--- src/sflg_pkg.sv ---
// Purpose: Constants for the serial status flag and bit rate block.
// Assumes: 32-bit AXI4-Lite register bus, aclk at 50 MHz.
// Notes:   Each register takes one aligned word; data sits in bits 7:0.
`default_nettype none
package sflg_pkg;
	// Register byte addresses
	localparam logic [4:0] SFLG_ADDR_STATUS  = 5'h00; // serial_status_flags
	localparam logic [4:0] SFLG_ADDR_BITRATE = 5'h04; // bit_rate_divisor
	localparam logic [4:0] SFLG_ADDR_CONTROL = 5'h08; // mode and enable bits
	localparam logic [4:0] SFLG_ADDR_RXDATA  = 5'h0C; // receive_data_register
	localparam logic [4:0] SFLG_ADDR_TXDATA  = 5'h10; // transmit_data_register
	// Status register bit positions
	localparam int SFLG_ST_TXEMPTY = 7;
	localparam int SFLG_ST_RXFULL  = 6;
	localparam int SFLG_ST_OVERRUN = 5;
	localparam int SFLG_ST_FRAMING = 4;
	localparam int SFLG_ST_PARITY  = 3;
	localparam int SFLG_ST_TXEND   = 2;
	localparam int SFLG_ST_MPRX    = 1;
	localparam int SFLG_ST_MPTX    = 0;
	// Control register bit positions
	localparam int SFLG_CT_RXEN    = 0;
	localparam int SFLG_CT_TXEN    = 1;
	localparam int SFLG_CT_SYNC    = 2;
	localparam int SFLG_CT_MPEN    = 3;
	localparam int SFLG_CT_ODD     = 4;
	localparam int SFLG_CT_PSLO    = 5;
	localparam int SFLG_CT_PSHI    = 6;
	// Reset values
	localparam logic [7:0] SFLG_STATUS_RST  = 8'h84;
	localparam logic [7:0] SFLG_BITRATE_RST = 8'hFF;
	localparam logic [7:0] SFLG_CONTROL_RST = 8'h00;
	// Prescaler terminal counts (ratio minus one) for selects 00..11
	localparam logic [5:0] SFLG_PS_DIV1  = 6'h00;
	localparam logic [5:0] SFLG_PS_DIV4  = 6'h03;
	localparam logic [5:0] SFLG_PS_DIV16 = 6'h0F;
	localparam logic [5:0] SFLG_PS_DIV64 = 6'h3F;
	// Rate ticks per bit: 64 asynchronous, 8 synchronous; 4 per 16x sample
	localparam logic [5:0] SFLG_ASYNC_BIT_LAST = 6'h3F;
	localparam logic [5:0] SFLG_SYNC_BIT_LAST  = 6'h07;
	localparam logic [1:0] SFLG_SAMPLE_LAST    = 2'h3;
	// Bus responses
	localparam logic [1:0] SFLG_RESP_OKAY   = 2'h0;
	localparam logic [1:0] SFLG_RESP_SLVERR = 2'h2;
endpackage : sflg_pkg
`default_nettype wire

--- src/sflg_serial_flags.sv ---
// Purpose: Status flags, multiprocessor bits and bit rate generator of a serial unit.
// Assumes: Frame shifters sit outside on aclk and report character events as pulses.
// Notes:   Registers reached over AXI4-Lite; low-power entry acts like reset on flags.
//
// Added by the designer: the register offsets and register access over AXI4-Lite.
`default_nettype none

module sflg_serial_flags
	import sflg_pkg::*;
(
	// Clock and reset
	input  wire logic        aclk,
	input  wire logic        aresetn,
	// Low-power mode entry (standby, watch, subactive, subsleep)
	input  wire logic        lowpower_enter,
	// AXI4-Lite write address
	input  wire logic        s_axi_awvalid,
	output logic             s_axi_awready,
	input  wire logic [4:0]  s_axi_awaddr,
	input  wire logic [2:0]  s_axi_awprot,
	// AXI4-Lite write data
	input  wire logic        s_axi_wvalid,
	output logic             s_axi_wready,
	input  wire logic [31:0] s_axi_wdata,
	input  wire logic [3:0]  s_axi_wstrb,
	// AXI4-Lite write response
	output logic             s_axi_bvalid,
	input  wire logic        s_axi_bready,
	output logic [1:0]       s_axi_bresp,
	// AXI4-Lite read address
	input  wire logic        s_axi_arvalid,
	output logic             s_axi_arready,
	input  wire logic [4:0]  s_axi_araddr,
	input  wire logic [2:0]  s_axi_arprot,
	// AXI4-Lite read data
	output logic             s_axi_rvalid,
	input  wire logic        s_axi_rready,
	output logic [31:0]      s_axi_rdata,
	output logic [1:0]       s_axi_rresp,
	// Receive frame events from the receive shifter
	input  wire logic        rx_char_done,
	input  wire logic [7:0]  rx_char_data,
	input  wire logic        rx_has_parity,
	input  wire logic        rx_parity_bit,
	input  wire logic        rx_first_stop,
	input  wire logic        rx_mp_bit,
	// Transmit frame events from the transmit shifter
	input  wire logic        tx_char_load,
	input  wire logic        tx_last_bit_out,
	// Controls and data toward the shifters
	output logic             rx_halt,
	output logic             tx_halt,
	output logic [7:0]       tx_char_data,
	output logic             tx_mp_bit,
	output logic             tx_mp_bit_used,
	output logic             sample_tick,
	output logic             bit_tick,
	// Error event toward the interrupt logic
	output logic             rx_error_event
);

	// Register state
	logic [7:0] status_q;      // serial_status_flags
	logic [7:0] bitrate_q;     // bit_rate_divisor
	logic [7:0] control_q;     // Mode and enable bits
	logic [7:0] rxdata_q;      // receive_data_register
	logic [7:0] txdata_q;      // transmit_data_register
	logic [7:3] armed_q;       // Flag was read as one since last clear
	logic       error_event_q; // One-cycle error pulse

	// Bus channel state
	logic        aw_held_q;
	logic        w_held_q;
	logic [4:0]  awaddr_q;
	logic [31:0] wdata_q;
	logic [3:0]  wstrb_q;
	logic        bvalid_q;
	logic [1:0]  bresp_q;
	logic        rvalid_q;
	logic [31:0] rdata_q;
	logic [1:0]  rresp_q;

	// Bit rate generator state
	logic [5:0] pscnt_q;   // Prescaler counter
	logic [7:0] divcnt_q;  // Divisor counter
	logic [1:0] smpcnt_q;  // Rate ticks per sample
	logic [5:0] bitcnt_q;  // Rate ticks per bit
	logic       sample_q;
	logic       bit_q;

	// Decoded controls
	logic rx_en, tx_en, sync_mode, mp_en, odd_sel;
	assign rx_en     = control_q[SFLG_CT_RXEN];
	assign tx_en     = control_q[SFLG_CT_TXEN];
	assign sync_mode = control_q[SFLG_CT_SYNC];
	assign mp_en     = control_q[SFLG_CT_MPEN];
	assign odd_sel   = control_q[SFLG_CT_ODD];

	// Bus handshakes; a channel is refused while its word is held or a response waits
	logic       aw_take, w_take, do_write, ar_take;
	logic [4:0] wr_addr;
	logic [7:0] wr_byte;
	logic       wr_lane;
	assign s_axi_awready = !aw_held_q && !bvalid_q;
	assign s_axi_wready  = !w_held_q && !bvalid_q;
	assign s_axi_arready = !rvalid_q;
	assign aw_take = s_axi_awvalid && s_axi_awready;
	assign w_take  = s_axi_wvalid && s_axi_wready;
	assign ar_take = s_axi_arvalid && s_axi_arready;
	assign do_write = (aw_held_q || aw_take) && (w_held_q || w_take) && !bvalid_q;
	assign wr_addr = aw_held_q ? awaddr_q : s_axi_awaddr;
	assign wr_byte = w_held_q ? wdata_q[7:0] : s_axi_wdata[7:0];
	assign wr_lane = w_held_q ? wstrb_q[0] : s_axi_wstrb[0];
	assign s_axi_bvalid = bvalid_q;
	assign s_axi_bresp  = bresp_q;
	assign s_axi_rvalid = rvalid_q;
	assign s_axi_rdata  = rdata_q;
	assign s_axi_rresp  = rresp_q;

	// Write strobes per register; a write without byte lane 0 changes nothing
	logic wr_status, wr_bitrate, wr_control, wr_txdata, wr_mapped;
	logic rd_status, rd_rxdata;
	assign wr_status  = do_write && wr_lane && (wr_addr == SFLG_ADDR_STATUS);
	assign wr_bitrate = do_write && wr_lane && (wr_addr == SFLG_ADDR_BITRATE);
	assign wr_control = do_write && wr_lane && (wr_addr == SFLG_ADDR_CONTROL);
	assign wr_txdata  = do_write && wr_lane && (wr_addr == SFLG_ADDR_TXDATA);
	assign wr_mapped  = (wr_addr == SFLG_ADDR_STATUS) || (wr_addr == SFLG_ADDR_BITRATE) ||
		(wr_addr == SFLG_ADDR_CONTROL) || (wr_addr == SFLG_ADDR_TXDATA) ||
		(wr_addr == SFLG_ADDR_RXDATA);
	assign rd_status  = ar_take && (s_axi_araddr == SFLG_ADDR_STATUS);
	assign rd_rxdata  = ar_take && (s_axi_araddr == SFLG_ADDR_RXDATA);

	// Address and data holding for out-of-order write channels
	always_ff @(posedge aclk) begin
		if (!aresetn) begin
			aw_held_q <= 1'b0;
			w_held_q  <= 1'b0;
			awaddr_q  <= 5'h00;
			wdata_q   <= 32'h0000_0000;
			wstrb_q   <= 4'h0;
		end else begin
			// Hold whichever half came first until the other arrives
			if (aw_take && !do_write) begin
				aw_held_q <= 1'b1;
				awaddr_q  <= s_axi_awaddr;
			end else if (do_write) begin
				aw_held_q <= 1'b0;
			end
			if (w_take && !do_write) begin
				w_held_q <= 1'b1;
				wdata_q  <= s_axi_wdata;
				wstrb_q  <= s_axi_wstrb;
			end else if (do_write) begin
				w_held_q <= 1'b0;
			end
		end
	end

	// Write response; unmapped addresses answer SLVERR
	always_ff @(posedge aclk) begin
		if (!aresetn) begin
			bvalid_q <= 1'b0;
			bresp_q  <= SFLG_RESP_OKAY;
		end else if (do_write) begin
			bvalid_q <= 1'b1;
			bresp_q  <= wr_mapped ? SFLG_RESP_OKAY : SFLG_RESP_SLVERR;
		end else if (s_axi_bready) begin
			bvalid_q <= 1'b0;
		end
	end

	// Read data path; data is captured at the address handshake
	always_ff @(posedge aclk) begin
		if (!aresetn) begin
			rvalid_q <= 1'b0;
			rdata_q  <= 32'h0000_0000;
			rresp_q  <= SFLG_RESP_OKAY;
		end else if (ar_take) begin
			rvalid_q <= 1'b1;
			rresp_q  <= SFLG_RESP_OKAY;
			if (s_axi_araddr == SFLG_ADDR_STATUS) begin
				rdata_q <= {24'h000000, status_q};
			end else if (s_axi_araddr == SFLG_ADDR_BITRATE) begin
				rdata_q <= {24'h000000, bitrate_q};
			end else if (s_axi_araddr == SFLG_ADDR_CONTROL) begin
				rdata_q <= {24'h000000, control_q};
			end else if (s_axi_araddr == SFLG_ADDR_RXDATA) begin
				rdata_q <= {24'h000000, rxdata_q};
			end else if (s_axi_araddr == SFLG_ADDR_TXDATA) begin
				rdata_q <= {24'h000000, txdata_q};
			end else begin
				// Unmapped: zero data with an error answer
				rdata_q <= 32'h0000_0000;
				rresp_q <= SFLG_RESP_SLVERR;
			end
		end else if (s_axi_rready) begin
			rvalid_q <= 1'b0;
		end
	end

	// Control and transmit data registers
	always_ff @(posedge aclk) begin
		if (!aresetn) begin
			control_q <= SFLG_CONTROL_RST;
			txdata_q  <= 8'h00;
		end else begin
			if (wr_control) begin
				control_q <= wr_byte;
			end
			if (wr_txdata) begin
				txdata_q <= wr_byte;
			end
		end
	end

	// Bit rate divisor; writable at any time, all ones on reset or low power
	always_ff @(posedge aclk) begin
		if (!aresetn || lowpower_enter) begin
			bitrate_q <= SFLG_BITRATE_RST;
		end else if (wr_bitrate) begin
			bitrate_q <= wr_byte;
		end
	end

	// Clear requests: a zero written to a flag that was read as one
	logic [7:3] clr_req;
	genvar gi;
	generate
		for (gi = 3; gi <= 7; gi++) begin : g_arm
			assign clr_req[gi] = wr_status && !wr_byte[gi] && armed_q[gi];
			// Arm on a read that saw one; disarm once the flag is zero or the clear is spent,
			// so a later zero write needs a fresh read of one
			always_ff @(posedge aclk) begin
				if (!aresetn || lowpower_enter) begin
					armed_q[gi] <= 1'b0;
				end else if (rd_status && status_q[gi]) begin
					armed_q[gi] <= 1'b1;
				end else if (!status_q[gi] || clr_req[gi]) begin
					armed_q[gi] <= 1'b0;
				end
			end
		end
	endgenerate

	// Receive character checks
	logic any_error, rx_accept, framing_bad, parity_bad, overrun, rx_clean;
	assign any_error   = status_q[SFLG_ST_OVERRUN] || status_q[SFLG_ST_FRAMING] ||
		status_q[SFLG_ST_PARITY];
	// Errors and disabled receiver both ignore completed characters
	assign rx_accept   = rx_char_done && rx_en && !any_error;
	// The shifter reports only the first stop bit; a second one never reaches here
	assign framing_bad = !sync_mode && !rx_first_stop;
	// Even setting wants an even count of ones, odd setting an odd count
	assign parity_bad  = !sync_mode && rx_has_parity &&
		((^rx_char_data ^ rx_parity_bit) != odd_sel);
	assign overrun     = rx_accept && status_q[SFLG_ST_RXFULL];
	assign rx_clean    = rx_accept && !overrun && !framing_bad && !parity_bad;

	// Receive data register; an overrun leaves the older character in place
	always_ff @(posedge aclk) begin
		if (!aresetn) begin
			rxdata_q <= 8'h00;
		end else if (rx_accept && !overrun) begin
			rxdata_q <= rx_char_data;
		end
	end

	// Receive error flags; hardware set wins over software clear
	logic set_oer, set_fer, set_per;
	assign set_oer = overrun;
	assign set_fer = rx_accept && !overrun && framing_bad;
	assign set_per = rx_accept && !overrun && parity_bad;
	always_ff @(posedge aclk) begin
		if (!aresetn || lowpower_enter) begin
			status_q[SFLG_ST_OVERRUN] <= SFLG_STATUS_RST[SFLG_ST_OVERRUN];
			status_q[SFLG_ST_FRAMING] <= SFLG_STATUS_RST[SFLG_ST_FRAMING];
			status_q[SFLG_ST_PARITY]  <= SFLG_STATUS_RST[SFLG_ST_PARITY];
		end else begin
			// Receive enable plays no part here, so clearing it keeps the flags
			if (set_oer) begin
				status_q[SFLG_ST_OVERRUN] <= 1'b1;
			end else if (clr_req[SFLG_ST_OVERRUN]) begin
				status_q[SFLG_ST_OVERRUN] <= 1'b0;
			end
			if (set_fer) begin
				status_q[SFLG_ST_FRAMING] <= 1'b1;
			end else if (clr_req[SFLG_ST_FRAMING]) begin
				status_q[SFLG_ST_FRAMING] <= 1'b0;
			end
			if (set_per) begin
				status_q[SFLG_ST_PARITY] <= 1'b1;
			end else if (clr_req[SFLG_ST_PARITY]) begin
				status_q[SFLG_ST_PARITY] <= 1'b0;
			end
		end
	end

	// Receive full flag; only a clean character sets it
	always_ff @(posedge aclk) begin
		if (!aresetn || lowpower_enter) begin
			status_q[SFLG_ST_RXFULL] <= SFLG_STATUS_RST[SFLG_ST_RXFULL];
		end else if (rx_clean) begin
			status_q[SFLG_ST_RXFULL] <= 1'b1;
		end else if (clr_req[SFLG_ST_RXFULL] || rd_rxdata) begin
			status_q[SFLG_ST_RXFULL] <= 1'b0;
		end
	end

	// Transmit empty and transmit end flags
	logic transmit_empty_flag_clear;
	assign transmit_empty_flag_clear = clr_req[SFLG_ST_TXEMPTY] || wr_txdata;
	always_ff @(posedge aclk) begin
		if (!aresetn || lowpower_enter) begin
			status_q[SFLG_ST_TXEMPTY] <= SFLG_STATUS_RST[SFLG_ST_TXEMPTY];
			status_q[SFLG_ST_TXEND]   <= SFLG_STATUS_RST[SFLG_ST_TXEND];
		end else begin
			if (!tx_en || tx_char_load) begin
				status_q[SFLG_ST_TXEMPTY] <= 1'b1;
			end else if (transmit_empty_flag_clear) begin
				status_q[SFLG_ST_TXEMPTY] <= 1'b0;
			end
			// Bus writes clear this bit only through transmit_empty_flag_clear; set wins over clear
			if (!tx_en || (tx_last_bit_out && status_q[SFLG_ST_TXEMPTY])) begin
				status_q[SFLG_ST_TXEND] <= 1'b1;
			end else if (transmit_empty_flag_clear) begin
				status_q[SFLG_ST_TXEND] <= 1'b0;
			end
		end
	end

	// Multiprocessor bits; received bit is read-only, transmit bit is writable
	always_ff @(posedge aclk) begin
		if (!aresetn || lowpower_enter) begin
			status_q[SFLG_ST_MPRX] <= SFLG_STATUS_RST[SFLG_ST_MPRX];
			status_q[SFLG_ST_MPTX] <= SFLG_STATUS_RST[SFLG_ST_MPTX];
		end else begin
			// Disabled receiver accepts nothing, so the bit holds
			if (rx_accept && !overrun && mp_en && !sync_mode) begin
				status_q[SFLG_ST_MPRX] <= rx_mp_bit;
			end
			if (wr_status) begin
				status_q[SFLG_ST_MPTX] <= wr_byte[SFLG_ST_MPTX];
			end
		end
	end

	// Transmit multiprocessor bit reaches the shifter only in async multiprocessor use
	assign tx_mp_bit_used = tx_en && mp_en && !sync_mode;
	assign tx_mp_bit      = tx_mp_bit_used && status_q[SFLG_ST_MPTX];
	assign tx_char_data   = txdata_q;

	// Halts toward the shifters
	assign rx_halt = any_error;
	assign tx_halt = any_error && sync_mode;

	// Error event pulse, one cycle per character that sets any error flag
	always_ff @(posedge aclk) begin
		if (!aresetn) begin
			error_event_q <= 1'b0;
		end else begin
			error_event_q <= set_oer || set_fer || set_per;
		end
	end
	assign rx_error_event = error_event_q;

	// Prescaler: terminal count chosen by the two select bits
	logic [5:0] ps_last;
	logic       ps_tick, div_tick;
	always_comb begin
		case ({control_q[SFLG_CT_PSHI], control_q[SFLG_CT_PSLO]})
			2'h0: ps_last = SFLG_PS_DIV1;
			2'h1: ps_last = SFLG_PS_DIV4;
			2'h2: ps_last = SFLG_PS_DIV16;
			default: ps_last = SFLG_PS_DIV64;
		endcase
	end
	assign ps_tick  = (pscnt_q >= ps_last);
	assign div_tick = ps_tick && (divcnt_q >= bitrate_q);

	// Counter chain: prescaler, divisor (N+1 ticks), then sample and bit dividers
	always_ff @(posedge aclk) begin
		if (!aresetn) begin
			pscnt_q  <= 6'h00;
			divcnt_q <= 8'h00;
			smpcnt_q <= 2'h0;
			bitcnt_q <= 6'h00;
			sample_q <= 1'b0;
			bit_q    <= 1'b0;
		end else begin
			pscnt_q  <= ps_tick ? 6'h00 : pscnt_q + 6'h01;
			sample_q <= 1'b0;
			bit_q    <= 1'b0;
			if (ps_tick) begin
				divcnt_q <= div_tick ? 8'h00 : divcnt_q + 8'h01;
			end
			if (div_tick) begin
				smpcnt_q <= smpcnt_q + 2'h1;
				sample_q <= (smpcnt_q == SFLG_SAMPLE_LAST);
				// Async bit: 64 rate ticks; sync bit: 8 rate ticks
				if (bitcnt_q >= (sync_mode ? SFLG_SYNC_BIT_LAST : SFLG_ASYNC_BIT_LAST)) begin
					bitcnt_q <= 6'h00;
					bit_q    <= 1'b1;
				end else begin
					bitcnt_q <= bitcnt_q + 6'h01;
				end
			end
		end
	end
	assign sample_tick = sample_q;
	assign bit_tick    = bit_q;
endmodule : sflg_serial_flags
`default_nettype wire

--- config.mk ---
export PLATFORM = sky130hd
export DESIGN_NAME = sflg_serial_flags
export DESIGN_NICKNAME = d
export VERILOG_FILES = /design/src/sflg_pkg.sv /design/src/sflg_serial_flags.sv
export SDC_FILE = /design/constraint.sdc
export NUM_CORES = 1
export LEC_CHECK = 0
export ABC_AREA = 1
export BUFFER_PORTS_ARGS = -buffer_cell sky130_fd_sc_hd__buf_2
export CAP_MARGIN = 15
export CORE_MARGIN = 4
export CORE_UTILIZATION = 45
export CTS_BUF_LIST = sky130_fd_sc_hd__clkbuf_8
export DETAILED_ROUTE_END_ITERATION = 10
export PLACE_DENSITY = 0.68
export SLEW_MARGIN = 20
export SYNTH_ARGS = -nofsm -noshare
export SYNTH_HDL_FRONTEND = slang
export SYNTH_SLANG_ARGS = --single-unit
--- constraint.sdc ---
create_clock -name aclk -period 3.46 [get_ports aclk]
set_clock_uncertainty 0.1 [all_clocks]
set_input_delay 1.038 -clock aclk [delete_from_list [all_inputs] [get_ports aclk]]
set_output_delay 1.038 -clock aclk [all_outputs]
set_load 0.02 [all_outputs]
* Word level (Yosys, flattened, before mapping)
Cells that the tools add are included.
Word-level totals: register bits after elaboration 124, latch bits 0, bits in writable memories 0, bits in read-only memories 0, input bits 75, output and inout bits 56, memories kept 0
Operators by class: $add $sub $neg 4, multiply operators 0, div/mod/pow operators 0, magnitude comparators 3, equal/unequal tests 12, shifts and indexed selects 0, muxes and demuxes 44, bitwise logic cells 2, reduce and logical (&&, ||, !) cells 114
Operators by type and width (count):
- $mux 8 | 7
- $logic_and 1x1->1 | 50
- $mux 1 | 27
- $reduce_bool 2->1 | 13
- $logic_not 1->1 | 23
- $eq 5x4->1 const B | 4
- $logic_or 1x1->1 | 20
- $pmux 6 s3 | 1
- $add 6x1->6 const B | 2
- $ge 6x6->1 | 2
- $mux 2 | 6
- $mux 6 | 2
- $eq 5x3->1 const B | 2
- $eq 5x5->1 const B | 2
- $logic_not 5->1 | 2
- $add 8x1->8 const B | 1
- $ge 8x8->1 | 1
- $reduce_xor 8->1 | 1
- $reduce_or 2->1 | 3
- $mux 5 | 1
- $eq 2x2->1 const B | 2
- $add 2x1->2 const B | 1
- $eq 2x1->1 const B | 1
- $logic_not 2->1 | 1
- 4 further kinds | 4

* Logic depth before layout (Yosys ltp)
Gate-level depths: netlist (run 1).
depth in word-level cells 13, mapped depth 12, gate-level depth less buffers 12

* Worst setup path before layout (run 1)
Ideal clock, no wire load.
path kind reg-to-output, start register control_q[2], end output tx_mp_bit, arrival 1.226 ns, setup slack 1.096 ns, stages on the path, launching flop included 3, path buffers 1, cells stage by stage dfxtp_1 > clkbuf_1 > nor4_1
Between the ends: cells in the longest elaborated chain, start to end 3
RTL lines:
- from (decl) | line sflg_serial_flags.sv:65 | logic [7:0] control_q;
- from (signal assigned) | line sflg_serial_flags.sv:208 | control_q <= wr_byte;
- $logic_not 1->1 | line sflg_serial_flags.sv:348 | assign tx_mp_bit_used = tx_en && mp_en && !sync_mode;
- $logic_and 1x1->1 | line sflg_serial_flags.sv:348
- $logic_and 1x1->1 | line sflg_serial_flags.sv:349 | assign tx_mp_bit = tx_mp_bit_used && status_q[SFLG_ST_MPTX];
- to (decl) | line sflg_serial_flags.sv:54 | output logic tx_mp_bit,
Every way passes these cells.

* Worst setup path after layout (run 1)
start register control_q[2], end output tx_halt
Between the ends: cells in the longest elaborated chain, start to end 1
RTL lines:
- $logic_and 1x1->1 | line sflg_serial_flags.sv:354 | assign tx_halt = any_error && sync_mode;
- to (decl) | line sflg_serial_flags.sv:52 | output logic tx_halt,
Every way passes these cells.

==> summary.md, run 1 <==
| Metric | Value |
|---|---|
| Critical path capture point type | `output pin` |
| Synth Area in Compound Gates | `16.8%` |
| WP data arrival | `1.52 ns` |
| CP cell instances | `inv_1, nor2_1, buf_2` |
| Post-Synth Simple-Gate Area | `about a quarter` |
| Total Routing Usage GR | `between 10% and 20%` |
| Filler Cells Inserted | `~1,100` |
| CP Depth | `3` |
| Achievable Freq | `around 380 MHz` |
| Post-Synthesis Cells | `715` |
| Final hold slack | `0.355 ns` |
| Commonest cells after routing, fill and taps aside | `121 x nand2_1, 98 x dfxtp_1, 82 x nor2_1` |
| Starting density of the core | `46.8%` |
| Fin nets | `roughly 880` |
| Vias in the first global route | `4,466` |
| Mux cell area share after synthesis | `0%` |
| Critical path fanouts, max | `11` |
| Initial antenna violation count | `0` |
| CTS Sinks | `just under 100` |
| Adder-cell share of the synthesized area | `5.09%` |
| DR iter-0 viols | `305` |
| # diodes | `0` |
| Netlist cell types | `38` |
| Design area | `5730 sq um` |
| Residual DRC | `0` |
| Relative slew slack | `47.3%` |
| Cells on Worst Hold Path | `2` |
| Maxcap violations | `0` |
| Status | `completed` |
| Worst Reg-to-Reg Cells | `10` |
| Vias | `4,811` |
| CTS tree | `built` |
| Max-slew violation count | `0` |
| Mapped Area | `5170 sq um` |
| Largest net degree at the start of global routing | `a little over 40` |
| Hold WC Path Type | `register to register` |
| Leakage Power | `0.00255 uW` |
| Sequential share of the synthesized area | `38.0%` |
| Slowest-stage cell, CP | `dfxtp_1` |
| Vias per inst | `5.20` |
| Skew-Pair Late Insertion Delay | `0.37 ns` |
| Setup crit start kind | `register` |
| YS warnings | `0` |
| Worst setup path startpoint | `control_q[2]` |
| Most common cell after layout, fill and taps aside | `nand2_1` |
| Crit path buffers/inverters | `2` |
| Reg area | `1960 sq um` |
| # rows | `38` |
| Slowest stage delay, CP | `0.60 ns` |
| Worst Setup Path Type | `register to output pin` |
| Final wirelength | `12.8 mm` |
| Area of the core | `11,000 sq um` |
| Period utilisation layout | `76.8%` |
| HP Start | `wdata_q[7]` |
| Gr ovfl total | `0` |
| Largest family of logic cells by synthesized area | `simple AND/OR/NAND/NOR gates` |
| Pre-antenna DRT Iters | `5` |
| PnR Total Power | `2310 uW` |
| Syn_area_per_cell | `7.23 sq um` |
| Worst-Margin Slew | `0.783 ns` |
| Die X | `115 um` |
| Share of cells above drive strength 1 | `16.1%` |
| Cell family with most CP delay | `flip-flops` |
| Data required time of the worst path | `2.32 ns` |
| Die H | `115 um` |
| TritonCTS Buffers | `9` |
| Setup violations, final | `0` |
| Die area | `13,300 sq um` |
| Hold Vio Cnt, Final | `0` |
| Port bufs | `71` |
| Maximum clock path buffer count | `2` |
| Peak VDD IR | `290 uV` |
| Final TNS setup | `0 ns` |
| Multi-input logic area | `2700 sq um` |
| Post_cts resized | `0` |
| DP Area | `5510 sq um` |
| Synth Area in XOR/XNOR | `~2.2%` |
| Remaining antenna violation count | `0` |
| Wire length per cell | `13.8 um` |
| Gpl congestion | `0.892` |
| Clk slew on worst S/H paths | `~0.09 ns` |
| Pwr/cell area | `around 400 nW/um^2` |
| Synth-to-Final Area Change | `11.0%` |
| RSZ-0062 raised after global routing | `false` |
| Root buf cell | `clkbuf_8` |
| Post-CTS setup repair buffer count | `0` |
| Number of buffers inserted by hold repair at cts | `0` |
| Fin crit period | `about 2.7 ns` |
| First-pass GRT wire length | `20.9 mm` |
| Detailed placer's ending HPWL | `9.81 mm` |
| RR Startpoint | `control_q[5]` |
| I/O pins | `131` |
| H-tree levels | `3` |
| #FFs+latches synth | `slightly below 100` |
==> report_power, final <==
part           total (uW)  internal, uW  switching [uW]  leakage (uW)
clock network         826           438             387      0.000118
logic                 304          90.3             214       0.00164
registers            1180          1160            22.7      0.000794
==> final cells by class <==
class | count | share of cell area [%]
clock buffers | 11 | 2.64
clock inverters | 4 | 1.18
inverters | 75 | 4.91
multi-input cells | 521 | 47.1
flip-flops and latches | 98 | 34.2
well taps | 140 | 3.06
repair buffers | 76 | 6.85
==> tightest hold or removal path, delay by kind of cell (launching register included) <==
| kind | cells | cell delay, ns |
|---|---|---|
| flops | 1 | 0.30 |
| buf+inv | 1 | 0.06 |
| compound gates | 1 | 0.05 |
==> Yosys cell counts (all sizes together) <==
| library cell | instances | area [sq um] |
|---|---|---|
| o21bai | 2 | 15.0 |
| or2 | 5 | 31.3 |
| o21ai | 69 | 357 |
| inv | 73 | 274 |
| buf | 37 | 280 |
| xnor2 | 7 | 61.3 |
| o211ai | 7 | 52.6 |
| clkinv | 2 | 7.51 |
| a21boi | 3 | 22.5 |
| a21oi | 75 | 394 |
| a31oi | 1 | 6.26 |
| dfxtp | 98 | 1960 |
| nand3b | 1 | 7.51 |
| nor3 | 12 | 76.3 |
| o21a | 3 | 22.5 |
| nand3 | 51 | 275 |
| ha | 21 | 263 |
| conb | 1 | 3.75 |
| clkbuf | 9 | 33.8 |
| xor2 | 6 | 52.6 |
| nor4 | 3 | 18.8 |
| nor2 | 90 | 378 |
| nand4 | 11 | 68.8 |
| nand2 | 128 | 503 |
==> kinds of logic (layout without fill, tap and decap cells) <==
| logic type | Yosys count | in the layout |
|---|---|---|
| fa+ha+maj | 21 | 21 |
| buf+inv | 121 | 166 |
| flops | 98 | 98 |
| other cells | 1 | 26 |
| compound gates | 160 | 160 |
| xor+xnor | 13 | 13 |
| simple gates | 301 | 301 |
==> flip-flops by register name, summed over array words and instances (netlist names), 2 cells and up <==
signal / count
armed_q: 5
bitcnt_q: 6
divcnt_q: 8
status_q: 8
pscnt_q: 6
s_axi_rdata: 8
smpcnt_q: 2
wdata_q: 8
rxdata_q: 8
control_q: 8
bitrate_q: 8
tx_char_data: 8
awaddr_q: 5
==> final timing paths <==
check / slack, ns / end
worst max-delay path: 0.80 / tx_halt
worst min-delay path: 0.35 / wdata_q[7]
worst max register to register: 1.14 / divcnt_q[5]
worst min register to register: 0.35 / wdata_q[7]
==> layer usage <==
layer | vias to the layer above | global-route usage [%] | wire [um]
met5 | - | 0 | 0
met4 | 0 | 5.40 | 195
met3 | 18 | 4.16 | 920
met2 | 158 | 32.2 | 5880
met1 | 2204 | 25.8 | 5810
li1 | 2431 | - | -
==> metrics by stage <==
| step | cells | worst slack [ns] | util, % |
|---|---|---|---|
| floorplan | 740 | 1.10 | - |
| global placement | 910 | 0.951 | 50.0 |
| detailed placement | 910 | 0.909 | 50.0 |
| CTS | 925 | 0.815 | 52.0 |
| global route | 925 | 0.714 | 52.0 |
| finish | 925 | 0.804 | 52.0 |
Power figures use the tool's default switching activity.
==> inputs of run 2 (changes only) <==
clock period = 2.5 ns   (was 3.46 ns; I/O delays follow)
==> run 2 against run 1 <==
Effect of this change: register-to-register slack worse by 0.79 ns; sequential power up 39%; largest cell class unchanged; clock-buffer cell count up 1; worst hold slack worse by 0.0059 ns; sequential cell count unchanged.
==> summary.md, run 2 (synthesis results as in run 1) <==
| Metric | Value |
|---|---|
| Share of cells above drive strength 1 | `16.7% (+0.62 points)` |
| Maxcap violations | `0 (unchanged)` |
| Post-CTS setup repair buffer count | `0 (unchanged)` |
| Setup crit start kind | `register` |
| Reg area | `1960 sq um (unchanged)` |
| Clock Power Share | `31.8% (-3.9 points)` |
| Slowest stage delay, CP | `0.62 ns (+0.02 ns)` |
| Root buf cell | `clkbuf_8` |
| Relative slew slack | `56.8% (+9.5 points)` |
| Net Switching | `860 uW (+38%)` |
| Critical path fanouts, max | `11 (unchanged)` |
| Number of buffers inserted by hold repair at cts | `0 (unchanged)` |
| Vias in the first global route | `4,479 (+0.29%)` |
| Area of the core | `11,000 sq um (unchanged)` |
| Synth-to-Final Area Change | `11.2%` |
| Gpl congestion | `0.891 (about the same)` |
| Worst hold endpoint | `armed_q[6]` |
| CTS Sinks | `98 (unchanged)` |
| Setup violations, final | `0 (unchanged)` |
| H-tree levels | `3 (unchanged)` |
| DP Area | `5560 sq um (+0.82%)` |
| Die H | `115 um (unchanged)` |
| Vias per inst | `5.21 (+0.20%)` |
| RSZ-0062 raised after global routing | `false` |
| Maximum clock path buffer count | `2 (unchanged)` |
| Sw Share | `28.4% (+1.4 points)` |
| Vias | `4,857 (+0.96%)` |
| WP data arrival | `1.51 ns (about the same)` |
| Die area | `13,300 sq um (unchanged)` |
| Status | `completed` |
| Total Routing Usage GR | `19.7% (+0.18 points)` |
| First-pass GRT wire length | `20.9 mm (-0.17%)` |
| HP Start | `status_q[6]` |
| Port bufs | `71 (unchanged)` |
| Sequential power share | `53.9% (+2.8 points)` |
| CTS tree | `built` |
| Achievable Freq | `423 MHz` |
| Fin nets | `883 (+0.68%)` |
| Worst-Margin Slew | `0.647 ns (-0.135 ns)` |
| Slowest-stage cell, CP | `dfxtp_1` |
| Post_cts resized | `0 (unchanged)` |
| # diodes | `0 (unchanged)` |
| Combinational share of power | `14.3% (+1.1 points)` |
| Skew-Pair Late Insertion Delay | `0.37 ns (about the same)` |
| Hold WC Path Type | `register to register` |
| Worst Reg-to-Reg Cells | `7 (-3)` |
| RR Startpoint | `control_q[2]` |
| Peak VDD IR | `408 uV (+41%)` |
| Data required time of the worst path | `1.65 ns (-0.67 ns)` |
| Remaining antenna violation count | `0 (unchanged)` |
| CP cell instances | `inv_1, nor2_1, buf_2` |
| Multi-input logic area | `2700 sq um (unchanged)` |
| Starting density of the core | `46.8% (unchanged)` |
| Gr ovfl total | `0 (unchanged)` |
| # rows | `38 (unchanged)` |
| Die X | `115 um (unchanged)` |
| Period utilisation layout | `between 90% and 100%` |
| Internal power | `2170 uW (+29%)` |
| DR iter-0 viols | `269 (-12%)` |
| Leakage Power | `0.00256 uW (+0.53%)` |
| Filler Cells Inserted | `1,101 (+0.46%)` |
| Wire length per cell | `13.8 um (about the same)` |
| I/O pins | `131 (unchanged)` |
| Max-slew violation count | `0 (unchanged)` |
| PnR Total Power | `3030 uW (+31%)` |
| RR Endpoint | `bitcnt_q[2]` |
| Fin crit period | `between 2 and 2.5 ns` |
| Pre-antenna DRT Iters | `4 (-1)` |
| Commonest cells after routing, fill and taps aside | `121 x nand2_1, 98 x dfxtp_1, 82 x nor2_1` |
| Cells on Worst Hold Path | `2 (unchanged)` |
| TritonCTS Buffers | `9 (unchanged)` |
| Final wirelength | `12.9 mm (+0.66%)` |
| R2R Setup Slk | `0.35 ns (-0.79 ns)` |
| Initial antenna violation count | `0 (unchanged)` |
| Final TNS setup | `0 ns (unchanged)` |
| Worst Setup Path Type | `register to output pin` |
| Clk slew on worst S/H paths | `0.08 ns (about the same)` |
| Residual DRC | `0 (unchanged)` |
| Design area | `5740 sq um (+0.17%)` |
| Detailed placer's ending HPWL | `9.88 mm (+0.69%)` |
| Largest net degree at the start of global routing | `41 (unchanged)` |
| Most common cell after layout, fill and taps aside | `nand2_1` |
| Hold Vio Cnt, Final | `0 (unchanged)` |
| Critical path capture point type | `output pin` |
| Pwr/cell area | `528 nW/um^2 (+31%)` |
[run 2: cell count changes in the layout (fill, tap and decap cells not counted), sizes merged]
cell      delta
buf          +6
bufinv       -2
clkbuf       +1
clkinvlp     +1
inv          +1
[run 2: layout make-up]
type	instances	share of cell area (%)
multi-input combinational	521	47.1
inverter	75	4.90
tap	140	3.05
clock inverter	4	0.327
timing repair buffer	82	7.63
sequential	98	34.2
clock buffer	12	2.88
[run 2: how the worst max path moves through the flow]
| stage | start | to | slack [ns] |
|---|---|---|---|
| 3_5_place_dp | s_axi_awaddr[4] | bitrate_q[2] | 0.28 |
| 4_1_cts | control_q[2] | tx_halt | 0.14 |
| 2_1_floorplan | control_q[2] | tx_mp_bit | 0.42 |
| 3_3_place_gp | s_axi_awaddr[4] | status_q[2] | 0.32 |
| 5_1_grt | control_q[2] | tx_halt | 0.02 |
| 6_report | control_q[2] | tx_halt | 0.14 |
[run 2: power groups by stage]
stage | clock [uW] | combinational [uW] | sequential (uW)
after floorplan | 0 | 321 | 1670
after global placement | 0 | 416 | 1670
after detailed placement | 0 | 429 | 1670
after CTS | 987 | 432 | 1640
after global routing | 1040 | 485 | 1640
final | 963 | 434 | 1640
[run 2: worst max-delay path, delay by kind of cell, from the launching register on]
kind,cells,cell delay (ns)
flops,1,0.62
buf+inv,2,0.36
simple gates,1,0.17
[run 2: per-layer routing]
metal	GRT usage, %	wire length (um)	vias up
met5	0	0	-
met2	32.1	6030	158
li1	-	-	2442
met3	5.53	913	15
met4	5.56	163	0
met1	25.6	5780	2242
[run 2: through the flow]
step | hold slack, ns | worst slack, ns | utilization (%) | std cells
2_1_floorplan | 0.325 | 0.424 | - | 740
3_3_place_gp | 0.333 | 0.316 | 50.4 | 916
3_5_place_dp | 0.338 | 0.280 | 50.4 | 916
4_1_cts | 0.352 | 0.143 | 52.1 | 932
5_1_grt | 0.382 | 0.0249 | 52.1 | 932
6_report | 0.349 | 0.138 | 52.1 | 932
==> inputs of run 3 (changes only) <==
BUFFER_PORTS_ARGS = -buffer_cell sky130_fd_sc_hd__buf_4   (was -buffer_cell sky130_fd_sc_hd__buf_2)
CORE_ASPECT_RATIO = 0.8   (was default)
==> run 3 against run 2 <==
Effect of this change: design area grew 2.9%; power shrank 3.0%; non-clock buffer count grew 4; register-to-register slack improved by 0.03 ns; first-iteration DRC count rose by 57%; utilization grew 1.4 points; die area barely moved; combinational power increased by 7.6%.
==> summary.md, run 3 (synthesis results as in run 1) <==
| Metric | Value |
|---|---|
| Status | `completed` |
| CTS tree | `built` |
| # diodes | `0 (unchanged)` |
| Multi-input logic area | `2700 sq um (unchanged)` |
| CP cell instances | `buf_4, nor4_1, buf_4` |
| Vias in the first global route | `4,473 (-0.13%)` |
| TritonCTS Buffers | `9 (unchanged)` |
| PnR Total Power | `2940 uW (-3.0%)` |
| Worst-Margin Slew | `0.604 ns (-0.0427 ns)` |
| Number of buffers inserted by hold repair at cts | `0 (unchanged)` |
| First-pass GRT wire length | `21.2 mm (+1.4%)` |
| Reg area | `1960 sq um (unchanged)` |
| Slowest stage delay, CP | `0.38 ns (-0.24 ns)` |
| Final hold slack | `0.353 ns (+0.00398 ns)` |
| WP data arrival | `1.53 ns (+0.02 ns)` |
| Fin nets | `887 (+0.45%)` |
| Most used cell, CP | `buf_4` |
| Post_cts resized | `0 (unchanged)` |
| Peak VDD IR | `395 uV (-3.1%)` |
| Residual DRC | `0 (unchanged)` |
| # rows | `34 (-11%)` |
| Final wirelength | `13.1 mm (+1.4%)` |
| H-tree levels | `3 (unchanged)` |
| Starting density of the core | `46.7% (-0.13 points)` |
| DP Cell Count | `924 (+0.87%)` |
| Die H | `104 um (-9.8%)` |
| Final TNS setup | `0 ns (unchanged)` |
| Relative slew slack | `59.3% (+2.5 points)` |
| Leakage Power | `0.00260 uW (+1.6%)` |
| Detailed placer's ending HPWL | `10.2 mm (+2.8%)` |
| Clk slew on worst S/H paths | `0.09 ns (about the same)` |
| Worst Setup Path Type | `register to output pin` |
| Gpl congestion | `0.894 (+0.33%)` |
| Largest net degree at the start of global routing | `41 (unchanged)` |
| Most common cell after layout, fill and taps aside | `nand2_1` |
| Maxcap violations | `0 (unchanged)` |
| Fin crit period | `2.38 ns (+0.0217 ns)` |
| Achievable Freq | `419 MHz (-0.91%)` |
| Port bufs | `71 (unchanged)` |
| Remaining antenna violation count | `0 (unchanged)` |
| Synth-to-Final Area Change | `14.4%` |
| Gr ovfl total | `0 (unchanged)` |
| Commonest cells after routing, fill and taps aside | `121 x nand2_1, 98 x dfxtp_1, 86 x buf_4` |
| Hold Vio Cnt, Final | `0 (unchanged)` |
| I/O pins | `131 (unchanged)` |
| Data required time of the worst path | `1.65 ns (about the same)` |
| Vias | `4,856 (-0.021%)` |
| DR iter-0 viols | `421 (+57%)` |
| Share of cells above drive strength 1 | `16.8% (+0.11 points)` |
| Period utilisation layout | `95.4% (+0.87 points)` |
| Vias per inst | `5.18 (-0.55%)` |
| Pre-antenna DRT Iters | `5 (+1)` |
| Die X | `128 um (+11%)` |
| Max-slew violation count | `0 (unchanged)` |
| Filler Cells Inserted | `1,098 (-0.27%)` |
| Area of the core | `11,100 sq um (+0.27%)` |
| Setup violations, final | `0 (unchanged)` |
| Critical path fanouts, max | `6 (-5)` |
| Critical path capture point type | `output pin` |
| Slowest-stage cell, CP | `dfxtp_1` |
| Maximum clock path buffer count | `2 (unchanged)` |
| RSZ-0062 raised after global routing | `false` |
| Post-CTS setup repair buffer count | `0 (unchanged)` |
| Root buf cell | `clkbuf_8` |
| Hold WC Path Type | `register to register` |
| Initial antenna violation count | `0 (unchanged)` |
| Die area | `13,300 sq um (about the same)` |
| Non-filler instance count after layout | `937 (+0.54%)` |
| Skew-Pair Late Insertion Delay | `0.37 ns (about the same)` |
| Pwr/cell area | `498 nW/um^2 (-5.8%)` |
| Setup crit start kind | `register` |
| Total Routing Usage GR | `19.5% (-0.17 points)` |
| Wire length per cell | `13.9 um (+0.89%)` |
| CTS Sinks | `98 (unchanged)` |
-- run 3: cell count changes in the layout (fill, tap and decap cells not counted), sizes merged --
cell	previous run	this run
buf	82	86
clkbuf	12	9
clkinv	2	3
clkinvlp	1	0
-- run 3: path summary, 6_finish.rpt --
check,startpoint,to,slack (ns),depth (start not counted)
worst max-delay path,control_q[2],tx_mp_bit,0.12,3
worst min-delay path,status_q[6],armed_q[6],0.35,2
worst max register to register,control_q[5],divcnt_q[0],0.38,10
worst min register to register,status_q[6],armed_q[6],0.35,2
-- run 3: cell type report --
cell class | count | area share, %
clock buffers | 9 | 2.10
clock inverters | 4 | 0.275
inverters | 75 | 4.76
multi-input cells | 521 | 45.7
flip-flops and latches | 98 | 33.2
well taps | 144 | 3.05
repair buffers | 86 | 10.9
-- run 3: per-layer routing --
layer / vias to the layer above / global-route usage [%] / part of all wire [%]
met5: - / 0 / 0
met4: 0 / 4.85 / 1.3
met3: 16 / 4.89 / 8.1
met2: 153 / 30.0 / 45
met1: 2237 / 27.4 / 46
li1: 2450 / - / -
-- run 3: where the power goes --
group / leakage [uW] / internal, uW / switching, uW
clock: 0.0000846 / 334 / 506
sequential: 0.000794 / 1600 / 32.3
combinational: 0.00172 / 164 / 303
total: 0.00260 / 2100 / 841
-- run 3: critical path, delay by kind of cell (launching register included) --
family                 cells  cell delay (ns)
buffers and inverters      2             0.41
and+or+nand+nor            1             0.38
DFF                        1             0.38
-- run 3: through the flow --
stage	util, %	setup slack [ns]	instance area, sq um
after floorplan	-	0.424	5260
after CTS	53.5	0.0955	5910
after detailed placement	52.2	0.216	5770
final	53.5	0.116	5910
after global routing	53.5	0.0589	5910
after global placement	52.2	0.277	5770
